==> config.mk <==
export PLATFORM = sky130hd
export DESIGN_NAME = counter_command_decoder
export DESIGN_NICKNAME = d
export VERILOG_FILES = /design/src/cmd_decoder_pkg.sv /design/src/counter_command_decoder.sv /design/src/counter_slice.sv
export SDC_FILE = /design/constraint.sdc
export NUM_CORES = 1
export LEC_CHECK = 0
export BUFFER_PORTS_ARGS = -buffer_cell sky130_fd_sc_hd__buf_2
export CAP_MARGIN = 30
export CORE_AREA = 2 2 249 178
export DETAILED_ROUTE_END_ITERATION = 10
export DIE_AREA = 0 0 251 180
export SYNTH_ARGS = -nofsm -noshare
export SYNTH_HDL_FRONTEND = slang
export SYNTH_SLANG_ARGS = --single-unit
==> constraint.sdc <==
create_clock -name ref_clk -period 7.78 [get_ports ref_clk]
set_input_delay 0.778 -clock ref_clk [delete_from_list [all_inputs] [get_ports ref_clk]]
set_output_delay 0.778 -clock ref_clk [all_outputs]
set_load 0.005 [all_outputs]
==> src/cmd_decoder_pkg.sv <==
/*
   Shared constants and types for the counter command decoder.
   Assumes a five-counter timing controller with 16-bit counters.
*/
package cmd_decoder_pkg;

   localparam int unsigned NUM_COUNTERS = 5;
   localparam int unsigned CNT_W        = 16;

   // Upper three command bits for the mask-type and pointer commands
   localparam logic [2:0] OP_LOAD_PTR   = 3'h0;
   localparam logic [2:0] OP_ARM        = 3'h1;
   localparam logic [2:0] OP_LOAD       = 3'h2;
   localparam logic [2:0] OP_LOAD_ARM   = 3'h3;
   localparam logic [2:0] OP_DISARM_SV  = 3'h4;
   localparam logic [2:0] OP_SAVE       = 3'h5;
   localparam logic [2:0] OP_DISARM     = 3'h6;
   localparam logic [2:0] OP_EXTENDED   = 3'h7;

   // Upper five bits for the index-type commands
   localparam logic [4:0] OP_CLR_TOGGLE = 5'h1c;
   localparam logic [4:0] OP_SET_TOGGLE = 5'h1d;
   localparam logic [4:0] OP_STEP       = 5'h1e;

   // Whole-byte master-mode commands
   localparam logic [7:0] CMD_SEQ_DIS   = 8'he8;
   localparam logic [7:0] CMD_SEQ_EN    = 8'he0;
   localparam logic [7:0] CMD_WIDE_SET  = 8'hef;
   localparam logic [7:0] CMD_WIDE_CLR  = 8'he7;
   localparam logic [7:0] CMD_MASTER_RST = 8'hff;

   // Group codes that the pointer load refuses
   localparam logic [2:0] GRP_BAD_A     = 3'h0;
   localparam logic [2:0] GRP_BAD_B     = 3'h6;

   // Reset values
   localparam logic [15:0] MASTER_RST_VAL = 16'h0000;
   localparam logic [15:0] DATA_RST_VAL   = 16'h0000;
   localparam logic [15:0] MODE_RST_VAL   = 16'h0800;

   // Counter-mode field positions
   localparam int unsigned MODE_DIR_BIT  = 3;
   localparam int unsigned MODE_OUT_LSB  = 0;
   localparam logic [2:0]  OUT_TOGGLED   = 3'h2;

   // Master-mode bit positions
   localparam int unsigned MM_SEQ_DIS_BIT = 14;
   localparam int unsigned MM_WIDE_BIT    = 13;

   // Reload behaviour class, derived outside from the full mode decode
   typedef enum logic [1:0] {
      RL_PLAIN     = 2'b00,
      RL_ALTERNATE = 2'b01,
      RL_GATE_SEL  = 2'b10
   } reload_class_t;

   // Per-counter static configuration
   typedef struct packed {
      logic [15:0]   mode;
      reload_class_t rclass;
      logic          disarm_on_tc;
      logic          gate_level;
      logic          use_hold;
   } cnt_cfg_t;

   // Per-counter command strobes sent to the counter slice
   typedef struct packed {
      logic load;
      logic arm;
      logic disarm;
      logic save;
      logic step;
      logic set_tog;
      logic clr_tog;
      logic mreset;
   } cnt_cmd_t;

   // Data pointer contents
   typedef struct packed {
      logic       byte_ptr;
      logic [1:0] element_field;
      logic [2:0] group_field;
   } data_ptr_t;

endpackage

==> src/counter_command_decoder.sv <==
/*
   Command decoder for a five-counter timing controller: decodes the 8-bit
   command byte into per-counter strobes, master-mode bits and the data
   pointer, and holds the five counters themselves.
   Assumes commands arrive as a one-cycle write strobe synchronous to
   ref_clk, and that the full counter-mode decode happens elsewhere and
   arrives here as per-counter reload class and flags.
*/
// Contract
// (RULE1) Mask bits 0-4 select counters 1-5
// (RULE2) Arm enables counting; zero bit ignored
// (RULE3) Load copies load or hold register
// (RULE4) Load before terminal count enters it
// (RULE5) Load in terminal count ends it
// (RULE6) Disarmed load reloads from load register
// (RULE7) Gate level picks source in gate modes
// (RULE8) Arm resets alternating selector to hold
// (RULE9) Load TC toggles; second load does not
// (RULE10) Load-and-arm equals load then arm
// (RULE11) Arm half re-enables after disarming TC
// (RULE12) Load-and-arm forces next reload from hold
// (RULE13) Host avoids load-and-arm when asynchronous
// (RULE14) Disarm waits one count in TC
// (RULE15) Save copies count into hold
// (RULE16) Disarm-and-save is disarm then save
// (RULE17) Set-toggle drives toggle high
// (RULE18) Clear-toggle drives toggle low
// (RULE19) Toggle reaches pin in mode 010
// (RULE20) Step counts by one, even disarmed
// (RULE21) Pointer load copies fields, sets byte bit
// (RULE22) Group codes 000 and 110 refused
// (RULE23) Sequencing-disable bit set and cleared
// (RULE24) Wide bus bit set
// (RULE25) Wide bus bit cleared
// (RULE26) Master reset clears registers, modes 0800
// (RULE27) Undefined codes are ignored
`timescale 1ns/1ps
`default_nettype none

module counter_command_decoder
   import cmd_decoder_pkg::*;
#(
   parameter int unsigned N = NUM_COUNTERS,
   parameter int unsigned W = CNT_W
) (
   // Clock and reset
   input  wire logic           ref_clk,
   input  wire logic           rst_b,
   // Command port
   input  wire logic           cmd_wr,
   input  wire logic [7:0]     cmd_byte,
   // Per-counter configuration from the mode decode
   input  wire reload_class_t  rclass    [N],
   input  wire logic [N-1:0]   disarm_on_tc,
   input  wire logic [N-1:0]   use_hold,
   input  wire logic [N-1:0]   gate_level,
   input  wire logic [N-1:0]   src_edge,
   input  wire logic [N*W-1:0] load_vals,
   // Counter state
   output logic [N*W-1:0]      count_vals,
   output logic [N*W-1:0]      hold_vals,
   output logic [N-1:0]        armed,
   output logic [N-1:0]        terminal_count_state,
   output logic [N-1:0]        count_out,
   // Mode registers
   output logic [N*16-1:0]     mode_vals,
   output logic [15:0]         master_mode,
   output logic                pointer_sequencing_disable,
   output logic                wide_bus_select,
   output data_ptr_t           data_ptr
);

   ////////////////////////////////////////////////////////////////////////
   // Reset release
   logic rst_s1_r;
   logic rst_n;

   always_ff @(posedge ref_clk or negedge rst_b) begin
      if (!rst_b) begin
         rst_s1_r <= 1'b0;
         rst_n    <= 1'b0;
      end else begin
         rst_s1_r <= 1'b1;
         rst_n    <= rst_s1_r;
      end
   end

   ////////////////////////////////////////////////////////////////////////
   // Decode
   logic [2:0]   op;
   logic [4:0]   op5;
   logic [4:0]   counter_select_mask;
   logic [2:0]   counter_index;
   logic [1:0]   element_field;
   logic [2:0]   group_field;
   logic         idx_ok;
   logic [N-1:0] idx_hot;
   logic [N-1:0] mask_sel;

   assign op                  = cmd_byte[7:5];
   assign op5                 = cmd_byte[7:3];
   assign counter_select_mask = cmd_byte[4:0];
   assign counter_index       = cmd_byte[2:0];
   assign element_field       = cmd_byte[4:3];
   assign group_field         = cmd_byte[2:0];

   // (RULE1) Mask selects counters
   assign mask_sel = cmd_wr ? counter_select_mask[N-1:0] : '0;

   // (RULE27) Index 0, 6, 7 strobe no counter
   assign idx_ok  = (counter_index != 3'h0) && (counter_index <= 3'h5);
   assign idx_hot = idx_ok ? N'(1 << (counter_index - 3'h1)) : '0;

   logic is_load;
   logic is_arm;
   logic is_disarm;
   logic is_save;
   logic is_step;
   logic is_set_tog;
   logic is_clr_tog;
   logic is_mreset;
   logic is_ptr;

   // (RULE10) Load-and-arm both halves
   assign is_load   = (op == OP_LOAD) || (op == OP_LOAD_ARM);
   // (RULE2) Arm only sets
   assign is_arm    = (op == OP_ARM) || (op == OP_LOAD_ARM);
   // (RULE16) Disarm-and-save both halves
   assign is_disarm = (op == OP_DISARM) || (op == OP_DISARM_SV);
   assign is_save   = (op == OP_SAVE) || (op == OP_DISARM_SV);

   assign is_mreset = cmd_wr && (cmd_byte == CMD_MASTER_RST);

   // Whole-byte master-mode codes share the toggle opcodes with index 0
   // or 7, so idx_ok keeps them apart.
   assign is_set_tog = cmd_wr && (op5 == OP_SET_TOGGLE) && idx_ok;
   assign is_clr_tog = cmd_wr && (op5 == OP_CLR_TOGGLE) && idx_ok;
   assign is_step    = cmd_wr && (op5 == OP_STEP) && idx_ok;

   // (RULE22) Refuse bad group codes
   assign is_ptr = cmd_wr && (op == OP_LOAD_PTR)
                   && (group_field != GRP_BAD_A)
                   && (group_field != GRP_BAD_B);

   ////////////////////////////////////////////////////////////////////////
   // Master mode and data pointer
   logic [15:0] master_r;
   logic [15:0] master_nxt;
   data_ptr_t   ptr_r;

   always_comb begin
      master_nxt = master_r;
      if (cmd_wr) begin
         unique case (cmd_byte)
            // (RULE23) Sequencing bit only
            CMD_SEQ_DIS:    master_nxt[MM_SEQ_DIS_BIT] = 1'b1;
            CMD_SEQ_EN:     master_nxt[MM_SEQ_DIS_BIT] = 1'b0;
            // (RULE24) Wide bus set
            CMD_WIDE_SET:   master_nxt[MM_WIDE_BIT] = 1'b1;
            // (RULE25) Byte-wide bus
            CMD_WIDE_CLR:   master_nxt[MM_WIDE_BIT] = 1'b0;
            // (RULE26) Master mode cleared
            CMD_MASTER_RST: master_nxt = MASTER_RST_VAL;
            default:        master_nxt = master_r;
         endcase
      end
   end

   always_ff @(posedge ref_clk or negedge rst_n) begin
      if (!rst_n)
         master_r <= MASTER_RST_VAL;
      else
         master_r <= master_nxt;
   end

   // Master reset leaves the pointer alone on purpose
   always_ff @(posedge ref_clk or negedge rst_n) begin
      if (!rst_n)
         ptr_r <= '0;
      else if (is_ptr)
         // (RULE21) Copy fields, set byte bit
         ptr_r <= '{byte_ptr: 1'b1, element_field: element_field,
                    group_field: group_field};
   end

   ////////////////////////////////////////////////////////////////////////
   // Counter-mode registers; only master reset writes them here
   logic [N*16-1:0] mode_r;

   always_ff @(posedge ref_clk or negedge rst_n) begin
      if (!rst_n)
         mode_r <= {N{MODE_RST_VAL}};
      else if (is_mreset)
         mode_r <= {N{MODE_RST_VAL}};
   end

   ////////////////////////////////////////////////////////////////////////
   // Counters
   logic [N-1:0] tog_pin;

   for (genvar i = 0; i < N; i++) begin : g_cnt
      cnt_cfg_t cfg;
      cnt_cmd_t cmd;
      logic     msel;

      assign msel = mask_sel[i];
      assign cfg  = '{mode: mode_r[i*16 +: 16], rclass: rclass[i],
                      disarm_on_tc: disarm_on_tc[i],
                      gate_level: gate_level[i], use_hold: use_hold[i]};
      assign cmd  = '{load:    msel && is_load,
                      arm:     msel && is_arm,
                      disarm:  msel && is_disarm,
                      save:    msel && is_save,
                      step:    is_step && idx_hot[i],
                      set_tog: is_set_tog && idx_hot[i],
                      clr_tog: is_clr_tog && idx_hot[i],
                      mreset:  is_mreset};

      counter_slice #(.W(W)) u_cnt (
         .clk      (ref_clk),
         .rst_n    (rst_n),
         .cfg      (cfg),
         .cmd      (cmd),
         .load_val (is_mreset ? '0 : load_vals[i*W +: W]),
         .src_edge (src_edge[i]),
         .count_r  (count_vals[i*W +: W]),
         .hold_r   (hold_vals[i*W +: W]),
         .armed_r  (armed[i]),
         .tc_r     (terminal_count_state[i]),
         .toggle_r (),
         .out_r    (tog_pin[i])
      );
   end

   assign count_out                  = tog_pin;
   assign mode_vals                  = mode_r;
   assign master_mode                = master_r;
   assign pointer_sequencing_disable = master_r[MM_SEQ_DIS_BIT];
   assign wide_bus_select            = master_r[MM_WIDE_BIT];
   assign data_ptr                   = ptr_r;

endmodule

`default_nettype wire

==> src/counter_slice.sv <==
/*
   One counter of the timing controller: value and hold registers, reload mux,
   arm state, terminal count state, reload selector and toggle flip-flop.
   Assumes its command strobes are one-cycle pulses from the decoder.
*/
`timescale 1ns/1ps
`default_nettype none

module counter_slice
   import cmd_decoder_pkg::*;
#(
   parameter int unsigned W = CNT_W
) (
   // Clock and reset
   input  wire logic         clk,
   input  wire logic         rst_n,
   // Configuration and commands
   input  wire cnt_cfg_t     cfg,
   input  wire cnt_cmd_t     cmd,
   input  wire logic [W-1:0] load_val,
   input  wire logic         src_edge,
   // State
   output logic [W-1:0]      count_r,
   output logic [W-1:0]      hold_r,
   output logic              armed_r,
   output logic              tc_r,
   output logic              toggle_r,
   output logic              out_r
);

   logic         disarm_pend_r;
   logic         next_hold_r;
   logic         pseudo;
   logic         cnt_pulse;
   logic         at_end;
   logic         reach_tc;
   logic         plan_hold;
   logic         alt;
   logic [W-1:0] reload_val;
   logic [W-1:0] stepped;

   assign alt = (cfg.rclass == RL_ALTERNATE);
   assign at_end = (count_r == {{(W-1){1'b0}}, 1'b1});

   // (RULE7) Gate picks source
   // (RULE6) Disarmed uses load outside gate class
   assign plan_hold = (cfg.rclass == RL_GATE_SEL) ? cfg.gate_level :
                      alt ? (armed_r && next_hold_r) :
                      (armed_r && cfg.use_hold);

   assign reload_val = plan_hold ? hold_r : load_val;
   assign stepped    = cfg.mode[MODE_DIR_BIT] ? count_r + 1'b1
                                              : count_r - 1'b1;

   // (RULE4) Pseudo-count on load
   assign pseudo    = cmd.load;
   assign cnt_pulse = (src_edge && armed_r) || pseudo || cmd.step;
   assign reach_tc  = !tc_r && at_end && (pseudo || cnt_pulse);

   ////////////////////////////////////////////////////////////////////////
   always_ff @(posedge clk or negedge rst_n) begin
      if (!rst_n) begin
         count_r       <= '0;
         hold_r        <= '0;
         armed_r       <= 1'b0;
         tc_r          <= 1'b0;
         toggle_r      <= 1'b0;
         disarm_pend_r <= 1'b0;
         next_hold_r   <= 1'b1;
      end else if (cmd.mreset) begin
         count_r       <= '0;
         hold_r        <= '0;
         armed_r       <= 1'b0;
         tc_r          <= 1'b0;
         disarm_pend_r <= 1'b0;
         next_hold_r   <= 1'b1;
      end else begin
         // (RULE15) Save to hold
         if (cmd.save)
            hold_r <= count_r;
         // (RULE20) Step by one
         if (cmd.step && !reach_tc)
            count_r <= stepped;
         else if (reach_tc || (tc_r && cnt_pulse) || pseudo)
            // (RULE3) Load from source
            count_r <= reload_val;
         else if (cnt_pulse)
            count_r <= stepped;
         // (RULE5) Load ends TC
         if (reach_tc)
            tc_r <= 1'b1;
         else if (tc_r && cnt_pulse)
            tc_r <= 1'b0;
         // (RULE9) Toggle only on TC
         if (alt && reach_tc)
            next_hold_r <= !next_hold_r;
         // (RULE14) Disarm deferred in TC
         if (cmd.disarm && tc_r && !cnt_pulse)
            disarm_pend_r <= 1'b1;
         else if (!tc_r || cnt_pulse)
            disarm_pend_r <= 1'b0;
         // (RULE11) Arm after load wins
         if (cmd.arm) begin
            armed_r <= 1'b1;
            // (RULE8) Arm resets selector
            // (RULE12) Next TC uses hold
            if (alt)
               next_hold_r <= 1'b1;
         end else if ((cmd.disarm && (!tc_r || cnt_pulse))
                      || (disarm_pend_r && tc_r && cnt_pulse)
                      || (cfg.disarm_on_tc && reach_tc))
            armed_r <= 1'b0;
         // (RULE17) Set toggle
         // (RULE18) Clear toggle
         if (cmd.set_tog)
            toggle_r <= 1'b1;
         else if (cmd.clr_tog)
            toggle_r <= 1'b0;
         else if (reach_tc)
            toggle_r <= !toggle_r;
      end
   end

   // (RULE19) Toggle visible in mode
   always_ff @(posedge clk or negedge rst_n) begin
      if (!rst_n)
         out_r <= 1'b0;
      else
         out_r <= (cfg.mode[MODE_OUT_LSB +: 3] == OUT_TOGGLED) ? toggle_r
                                                              : tc_r;
   end

endmodule

`default_nettype wire

# After elaboration in Yosys (flattened, before gate mapping)
# Index checks and enable logic that the tools add are counted.
# totals
regBits,195
inputBits,121
out_inout_bits,279
wordCells,391
# classes
n_addsub,6
magnitude_cmp,1
eq_ne,28
shifts,1
n_mux,114
reduce_logical,199
# op_table
cell,n
$mux 16,35
$logic_and 1x1->1,102
$eq 16x1->1 const B,5
$sub 16x1->16 const B,5
$mux 1,75
$reduce_bool 3->1,16
$logic_or 1x1->1,44
$eq 8x8->1 const B,5
$logic_not 1->1,20
$reduce_bool 4->1,5
$reduce_bool 2->1,7
$eq 2x1->1 const B,5
$eq 2x2->1 const B,5
$mux 5,2
$eq 3x3->1 const B,3
$eq 3x2->1 const B,2
$eq 5x5->1 const B,1
$shl 1x3->5 const A,1
$pmux 1 s2,2
$reduce_and 2->1,2
$reduce_or 2->1,2
$eq 3x1->1 const B,1
$le 3x3->1 const B,1
$logic_not 3->1,1
other kinds (2),2

# Depth between registers and ports, before layout
# Gate-level depths: netlist of run 1.
# logic_depth
ltp_word,12
mapped_depth,10
mapped_depth_nobuf,8

# Cells and area by module
# From an unflattened synthesis of run 1, not the netlist that was laid out.
# hier_totals
cells_unflattened,1718
area_unflattened_um2,14601.5
# by_module_without_submodules
mod,instances,cells_each,area_each_um2,seq_area_each_um2
counter_slice (g_cnt[2].u_cnt ...),2,288,2517.4,952.2
counter_slice (g_cnt[0].u_cnt ...),2,287,2466.1,952.2
counter_slice (g_cnt[4].u_cnt),1,279,2517.4,952.2
counter_command_decoder,1,289,2117.0,250.2

# Least setup slack after synthesis of run 1
# Ideal clock, no wire load.
# synth_timing
path_kind,in2reg
startpoint,input port cmd_byte[4]
endpoint,register g_cnt[1].u_cnt.count_r[13]
setup_ns,0.122
arrival_ns,2.608
t_required_ns,7.658
setup_slack_ns,5.050
cell_stages,9
n_path_buf,3
path_cell_list,buf_2 nand3b_1 or4_1 a21boi_1 or2_1 clkbuf_1 buf_4 mux2i_1 a32o_1
# synth_via
elab_chain_cells,12
word_cells_on_any_way,18
classes_between,eq/ne: 2; mux: 3; reduce/logical: 13
# synth_rtl
item,line,source
start: declaration,counter_command_decoder.sv:51,"input wire logic [7:0] cmd_byte,"
$eq 5x5->1,counter_command_decoder.sv:138,assign is_step = cmd_wr && (op5 == OP_STEP) && idx_ok;
$logic_and 1x1->1 (2 in a row),counter_command_decoder.sv:138,
$logic_and 1x1->1,counter_command_decoder.sv:214,"step: is_step && idx_hot[i],"
$logic_or 1x1->1,counter_slice.sv:57,assign cnt_pulse = (src_edge && armed_r) || pseudo || cmd.step;
$logic_or 1x1->1,counter_slice.sv:58,assign reach_tc = !tc_r && at_end && (pseudo || cnt_pulse);
$logic_and 1x1->1,counter_slice.sv:58,
$logic_or 1x1->1 (2 in a row),counter_slice.sv:84,else if (reach_tc || (tc_r && cnt_pulse) || pseudo)
$mux 16,counter_slice.sv:84,
$mux 16,counter_slice.sv:82,if (cmd.step && !reach_tc)
$mux 16,counter_slice.sv:70,end else if (cmd.mreset) begin
end signal: assignment,counter_slice.sv:83,count_r <= stepped;
end signal: assignment,counter_slice.sv:86,count_r <= reload_val;
end signal: assignment,counter_slice.sv:88,count_r <= stepped;
end: declaration,counter_slice.sv:23,"output logic [W-1:0] count_r,"
# Several ways; a longest one is shown, not always the timed one.
# A chain may end at the register's enable or synchronous reset.

# Final worst setup path of run 1
# layout_timing
startpoint,input port cmd_byte[7]
endpoint,register g_cnt[2].u_cnt.count_r[1]
# layout_via
elab_chain_cells,12
word_cells_on_any_way,23
classes_between,eq/ne: 4; mux: 3; reduce/logical: 16
# layout_rtl
item,line
$eq 5x5->1 or $eq 3x2->1 (tied branches),"counter_command_decoder.sv:138, counter_command_decoder.sv:125"
$logic_and 1x1->1 or $logic_or 1x1->1 (tied branches),"counter_command_decoder.sv:138, counter_command_decoder.sv:125"
$logic_and 1x1->1 (on tied branches),"counter_command_decoder.sv:138, counter_command_decoder.sv:210"
$logic_and 1x1->1 or $logic_or 1x1->1 (tied branches),"counter_command_decoder.sv:214, counter_slice.sv:57"
$logic_or 1x1->1,counter_slice.sv:57
$logic_or 1x1->1,counter_slice.sv:58
$logic_and 1x1->1,counter_slice.sv:58
$logic_or 1x1->1 (2 in a row),counter_slice.sv:84
$mux 16,counter_slice.sv:84
$mux 16,counter_slice.sv:82
$mux 16,counter_slice.sv:70
end signal: assignment,counter_slice.sv:83
end signal: assignment,counter_slice.sv:86
end signal: assignment,counter_slice.sv:88
end: declaration,counter_slice.sv:23
# Several ways; a longest one is shown, not always the timed one.

==> impl_metrics.yaml, run 1 <==
drt:
  antenna_left: 0
  routedWlPerCell_um: 18.8
  drc_errors: 0
  num_vias: 12000
  firstDrtPassIters: 5
  dr.first_iter.drc_count: 930
  wl_um: 43000
  avgViaCountPerCell: 5.26
pwr:
  p_leak_nw: 6.74
  p_per_area_nw_per_um2: 292
  ir_drop_mv: 0.162
  power_mw: 4.30
floorplan:
  core_area_um2: 42900
  dieHeight_um: 180
  initial_core_util: 0.295
  dieWidth_um: 251
  pin_count: 400
  rows: 64
  dieArea_um2: 45200
cts:
  h-tree-depth: 4
  clockRootBuffer: "clkbuf_16"
  numCtsBuffers: 17
  cts.sinks: 195
  clk_pin_slew_ns: 0.08
  post-cts-setup-buffer-count: 0
  cts_hold_buf: 0
  cts_tree: "yes"
  clk_latency_ns: 0.47
  cts.repair.resized: 0
  clockBufferDepth: 2
synthesis:
  syn_area_um2: 12700
  synth.avg_cell_area_um2: 8.53
  synth_ff_type: "dfrtp_1"
  ys_types: 81
  syn_inst: 1487
  async_flop_share: 1.00
  ys_ff_latch: 195
  synth_edf_count: 0
  ys_seq_area_frac: 0.385
  yosys_warnings: 0
global_routing:
  grt_max_degree: 143
  grt_pass1_wl_um: 66900
  antenna_found_initial: 8
  grt_usage: 0.187
  grt-ovfl-total: 0
  grt_pass1_vias: 11400
timing:
  layout_min_cycle_time_ns: 3.51
  fin_skew_ns: 0.0131
  hold_viol: 0
  min_period_over_period: 0.451
  worst_pin_slew_ns: 0.987
  fmax_mhz: 285
  relSlewSlack: 0.339
  setup_viol: 0
  final.setup.tns_ns: 0
  rsz0062_at_grt: "false"
  slew_viol_final: 0
  setup_ws_ns: 4.27
worst_setup_path:
  crit_buf_inv: 2
  slowest_stage: "or3_2"
  reg2reg_from: "g_cnt[1].u_cnt.count_r[9]"
  r2r_cells: 6
  cpPeakStageDelay_ns: 0.81
  crit_fanout: 38
  path_cells: "buf_2 > nand4_1 > or2_2 > or3_2 > buf_4 > nand2_1 > nor3_1 > a311o_1"
  regToRegSetupSlack_ns: 4.54
  reg2reg_to: "g_cnt[1].u_cnt.count_r[15]"
  critPathKind: "input port to flip-flop"
  endpoint_kind: "flip-flop"
  critPathLaunchType: "input port"
  required_ns: 8.13
  cp_top_family: "simple AND/OR/NAND/NOR gates"
  critPathArrivalTime_ns: 3.85
placement:
  dpl.hpwl_um: 31400
  gp_congestion: 0.854
  place_worst_setup_slack_ns: 3.81
  dp_cells: 2247
  io_buffers: 305
layout:
  multiInputGateArea_um2: 6850
  final_cells: 2286
  areaGrowthSynthToFinish_pct: 16.3
  fillers: 4514
  drive_gt1_frac: 0.246
  fin_nets: 1838
  final-seq-area_um2: 4890
job:
  max_cap_violations: 0
worst_hold_path:
  hold_path.class: "input port to asynchronous set/reset pin"
status:
  status: "completed"
## sequential cells by signal, indices dropped and copies added (netlist names)
| name | cells |
|---|---|
| g_cnt.u_cnt.count_r | 80 |
| g_cnt.u_cnt.hold_r | 80 |
| data_ptr | 6 |
| g_cnt.u_cnt.armed_r | 5 |
| g_cnt.u_cnt.disarm_pend_r | 5 |
| g_cnt.u_cnt.next_hold_r | 5 |
| g_cnt.u_cnt.out_r | 5 |
| g_cnt.u_cnt.tc_r | 5 |
| master_mode | 2 |
| rst_n | 1 |
| rst_s1_r | 1 |
## cells in the final DEF (no fill, tap or decap), types with 10 or more instances in the layout
| cell | synthesis | final |
|---|---|---|
| a211oi_1 | 11 | 11 |
| a21o_1 | 10 | 10 |
| a21oi_1 | 138 | 138 |
| a22oi_1 | 10 | 10 |
| a32o_1 | 30 | 30 |
| and3_1 | 22 | 22 |
| buf_2 | 18 | 305 |
| clkbuf_16 | 0 | 17 |
| conb_1 | 2 | 95 |
| dfrtp_1 | 190 | 189 |
| ha_1 | 10 | 10 |
| inv_1 | 17 | 17 |
| mux2_2 | 42 | 42 |
| mux2i_1 | 69 | 69 |
| nand2_1 | 237 | 237 |
| nand3_1 | 50 | 50 |
| nor2_1 | 78 | 78 |
| nor2b_1 | 12 | 12 |
| nor3_1 | 50 | 49 |
| nor4_1 | 29 | 29 |
| o211ai_1 | 15 | 15 |
| o21ai_0 | 77 | 76 |
| o22ai_1 | 10 | 10 |
| or3_1 | 13 | 12 |
| or4_1 | 13 | 13 |
## how the worst max path moves through the flow
stage,startpoint,to,slack (ns),cells past startpoint
6_report,cmd_byte[7],g_cnt[2].u_cnt.count_r[1],4.27,8
5_1_grt,cmd_byte[7],g_cnt[2].u_cnt.count_r[1],4.10,8
4_1_cts,cmd_byte[7],g_cnt[2].u_cnt.count_r[1],4.32,8
3_5_place_dp,cmd_byte[7],g_cnt[2].u_cnt.count_r[1],3.81,8
3_3_place_gp,cmd_byte[7],g_cnt[2].u_cnt.count_r[1],3.90,8
2_1_floorplan,rst_n,data_ptr[0],1.95,0
## logic make-up after synthesis
| family | count (synthesis) | share of synthesized area |
|---|---|---|
| AND/OR/NAND/NOR | 570 | 0.218 |
| other | 2 | 0.000592 |
| XOR/XNOR | 2 | 0.00138 |
| adder cells (fa/ha/maj) | 10 | 0.00987 |
| buffers and inverters | 225 | 0.103 |
| AO/OA/AOI/OAI | 371 | 0.188 |
| multiplexers | 112 | 0.0929 |
| flip-flops | 195 | 0.385 |
## worst reg2reg max path, stage by stage, from the launching register on
cell	delay, ns
dfrtp_1	0.46
nor4_1	0.52
nand2_1	0.24
nor3_2	0.75
or2_1	0.63
mux2_2	0.41
o22ai_1	0.14
## power breakdown
part           switching (mW)  internal, mW
clock                   0.431         0.515
combinational           0.809         0.702
sequential              0.498          1.35
total                    1.74          2.57
## metal layers
layer,routed length (µm),part of all wire,global-route usage
met2,19900,0.46,0.290
met5,0,0,0
met4,612,0.014,0.0460
met1,19800,0.46,0.262
met3,2760,0.064,0.0408
## synth_stat cells, types with 4 or more instances
cell / instances / share of area
a211o_1: 4 / 0.0028
a211oi_1: 11 / 0.0065
a21o_1: 10 / 0.0059
a21oi_1: 138 / 0.054
a22o_1: 4 / 0.0028
a22oi_1: 10 / 0.0059
a31oi_1: 7 / 0.0035
a32o_1: 30 / 0.024
a32oi_1: 6 / 0.0041
and2_1: 9 / 0.0044
and3_1: 22 / 0.011
buf_1: 19 / 0.0056
buf_2: 18 / 0.0071
buf_4: 116 / 0.069
clkbuf_1: 54 / 0.016
dfrtp_1: 190 / 0.37
dfstp_2: 5 / 0.010
ha_1: 10 / 0.0099
inv_1: 17 / 0.0050
mux2_2: 42 / 0.037
mux2i_1: 69 / 0.054
nand2_1: 237 / 0.070
nand2b_1: 7 / 0.0035
nand3_1: 50 / 0.020
nand3b_1: 6 / 0.0036
nand4_1: 9 / 0.0044
nand4b_1: 5 / 0.0035
nor2_1: 78 / 0.023
nor2b_1: 12 / 0.0059
nor3_1: 50 / 0.020
nor3b_1: 5 / 0.0030
nor4_1: 29 / 0.014
o211ai_1: 15 / 0.0089
o21ai_0: 77 / 0.030
o21ai_1: 5 / 0.0020
o22ai_1: 10 / 0.0049
o31ai_1: 8 / 0.0047
or2_2: 5 / 0.0025
or3_1: 13 / 0.0064
or4_1: 13 / 0.0077
## through the flow
stage	hold slack, ns	utilization	instance area, µm²
finish	0.0823	0.344	14700
CTS	0.0480	0.343	14700
global route	0.0399	0.344	14700
floorplan	0.331	-	13000
detailed placement	0.340	0.329	14100
global placement	0.337	0.329	14100
## final cells by class
cell class | count | area share
flip-flops and latches | 195 | 0.332
well taps | 561 | 0.0476
repair buffers | 316 | 0.111
clock inverters | 12 | 0.0104
multi-input cells | 1160 | 0.464
inverters | 17 | 0.00433
diodes | 6 | 0.00102
clock buffers | 19 | 0.0300
No activity file was read; power rests on OpenSTA's default activity.
==> run 2, diff against run 1 <==
- clock period: 7.78 -> 3.2 ns (I/O delays scaled with it)
==> run 2 against run 1 <==
Net effect: utilization up 0.62 points; wire length increased by 2.4%; critical path depth down 1; first-iteration DRC count increased by 8.0%; via count is 1.1% higher; setup slack got worse by 3.9 ns; register-to-register slack got worse by 4.1 ns; clock skew about the same; final cell count up 1.3%; total power grew 150%; hold slack better by 0.063 ns; critical path type is now flip-flop to flip-flop; critical endpoint is now g_cnt[3].u_cnt.count_r[8]; largest power group unchanged.
==> impl_metrics.yaml, run 2 (synthesis gave the netlist of run 1 again) <==
timing:
  hold_viol: 0
  setup_viol: 0
  worst_pin_slew_ns: 0.919
  rsz0062_at_grt: "false"
  slew_viol_final: 0
  hold_ws_ns: 0.145
  final.setup.tns_ns: 0
  setup_ws_ns: 0.410
  relSlewSlack: 0.384
  fin_skew_ns: 0.0132
  fmax_mhz: 358
  layout_min_cycle_time_ns: 2.79
  min_period_over_period: 0.872
worst_setup_path:
  endpoint_kind: "flip-flop"
  cpPeakStageDelay_ns: 0.60
  required_ns: 3.54
  crit_buf_inv: 1
  crit_fanout: 12
  critPathLaunchType: "flip-flop"
  critPathKind: "flip-flop to flip-flop"
  critPathArrivalTime_ns: 3.13
  path_cells: "or4_4 > or3_4 > nor3_4 > or2_2 > buf_4 > o21ai_0 > a32o_1"
  slowest_stage: "or4_4"
  cp_top_family: "simple AND/OR/NAND/NOR gates"
global_routing:
  grt_pass1_wl_um: 68200
  grt-ovfl-total: 0
  grt_pass1_vias: 11400
  antenna_found_initial: 2
  grt_usage: 0.191
  grt_max_degree: 69
pwr:
  p_int_mw: 6.26
  clkPwrFrac: 0.216
  ir_drop_mv: 0.391
  p_per_area_nw_per_um2: 703
  combPwrFrac: 0.361
  power_frac_seq: 0.423
  power_mw: 10.6
  p_leak_nw: 6.90
  p_sw_mw: 4.29
  sw_frac_of_total: 0.407
floorplan:
  dieHeight_um: 180
  initial_core_util: 0.295
  dieWidth_um: 251
  pin_count: 400
  dieArea_um2: 45200
  rows: 64
  core_area_um2: 42900
cts:
  cts.repair.resized: 0
  clk_pin_slew_ns: 0.08
  clockBufferDepth: 2
  clk_latency_ns: 0.46
  numCtsBuffers: 17
  h-tree-depth: 4
  cts_tree: "yes"
  cts.sinks: 195
  clockRootBuffer: "clkbuf_16"
job:
  max_cap_violations: 0
layout:
  fin_nets: 1871
  fin_util: 0.350
  areaGrowthSynthToFinish_pct: 18.4
  drive_gt1_frac: 0.260
  final_cell_mix: "buf_2, nand2_1, dfrtp_1, a21oi_1, conb_1"
  fillers: 4505
  mostFrequentLayoutCell: "buf_2"
placement:
  gp_congestion: 0.911
  dpl.hpwl_um: 32900
  io_buffers: 305
  place_worst_setup_slack_ns: 0.432
drt:
  dr.first_iter.drc_count: 1004
  drc_errors: 0
  avgViaCountPerCell: 5.25
  wl_um: 44000
  firstDrtPassIters: 5
  num_vias: 12200
  antenna_left: 0
  routedWlPerCell_um: 19.0
status:
  status: "completed"
worst_hold_path:
  hold_path.class: "input port to flip-flop"
## run 2: per-stage QoR
| stage | instances | cell area (µm²) |
|---|---|---|
| after detailed placement | 2281 | 14400 |
| after global placement | 2281 | 14400 |
| final | 2315 | 15000 |
| after floorplan | 1580 | 13000 |
| after global routing | 2315 | 15000 |
| after CTS | 2314 | 15000 |
## run 2: worst paths after layout
kind	from	endpoint	slack, ns	cells after the start
setup / recovery	g_cnt[3].u_cnt.count_r[7]	g_cnt[3].u_cnt.count_r[8]	0.41	7
hold / removal	rclass[9]	g_cnt[0].u_cnt.next_hold_r	0.15	4
setup reg to reg	g_cnt[3].u_cnt.count_r[7]	g_cnt[3].u_cnt.count_r[8]	0.41	7
hold reg to reg	rst_s1_r	rst_n	0.36	0
max in group asynchronous	rst_n	g_cnt[0].u_cnt.count_r[15]	2.01	1
min in group asynchronous	rst_b	rst_n	0.17	2
## run 2: layout make-up
type / count / area, µm² / area share
timing repair buffer: 349 / 1910 / 0.127
multi-input combinational: 1160 / 6850 / 0.456
sequential: 195 / 4890 / 0.326
clock buffer: 22 / 474 / 0.0316
inverter: 17 / 63.8 / 0.00425
antenna: 1 / 2.50 / 0.000167
clock inverter: 10 / 123 / 0.00817
tap: 561 / 702 / 0.0468
## run 2: worst register-to-register path, stage by stage (launching register included)
cell and delay [ns]:
dfrtp_1 0.46, or4_4 0.60, or3_4 0.39, nor3_4 0.28, or2_2 0.30, buf_4 0.25, o21ai_0 0.11, a32o_1 0.27
## run 2: what timing repair did
action | in CTS | in global routing
hold buffers | 1 | 0
buffers inserted | 0 | 0
setup endpoints to repair | 0 | 0
endpoints found under the hold margin | 2 | 0
## run 2: layer usage
| metal | vias up | track usage | share of wire |
|---|---|---|---|
| li1 | 5689 | - | - |
| met1 | 5923 | 0.277 | 0.46 |
| met4 | 0 | 0.0317 | 0.0078 |
| met3 | 29 | 0.0439 | 0.077 |
| met2 | 523 | 0.294 | 0.45 |
| met5 | - | 0 | 0 |
## run 2: power groups by stage
stage	clock, mW	sequential, mW	combinational [mW]
finish	2.28	4.47	3.81
global route	2.47	4.64	4.24
CTS	2.37	4.45	3.81
detailed placement	0	4.49	3.79
global placement	0	4.45	3.74
floorplan	0	4.20	2.32
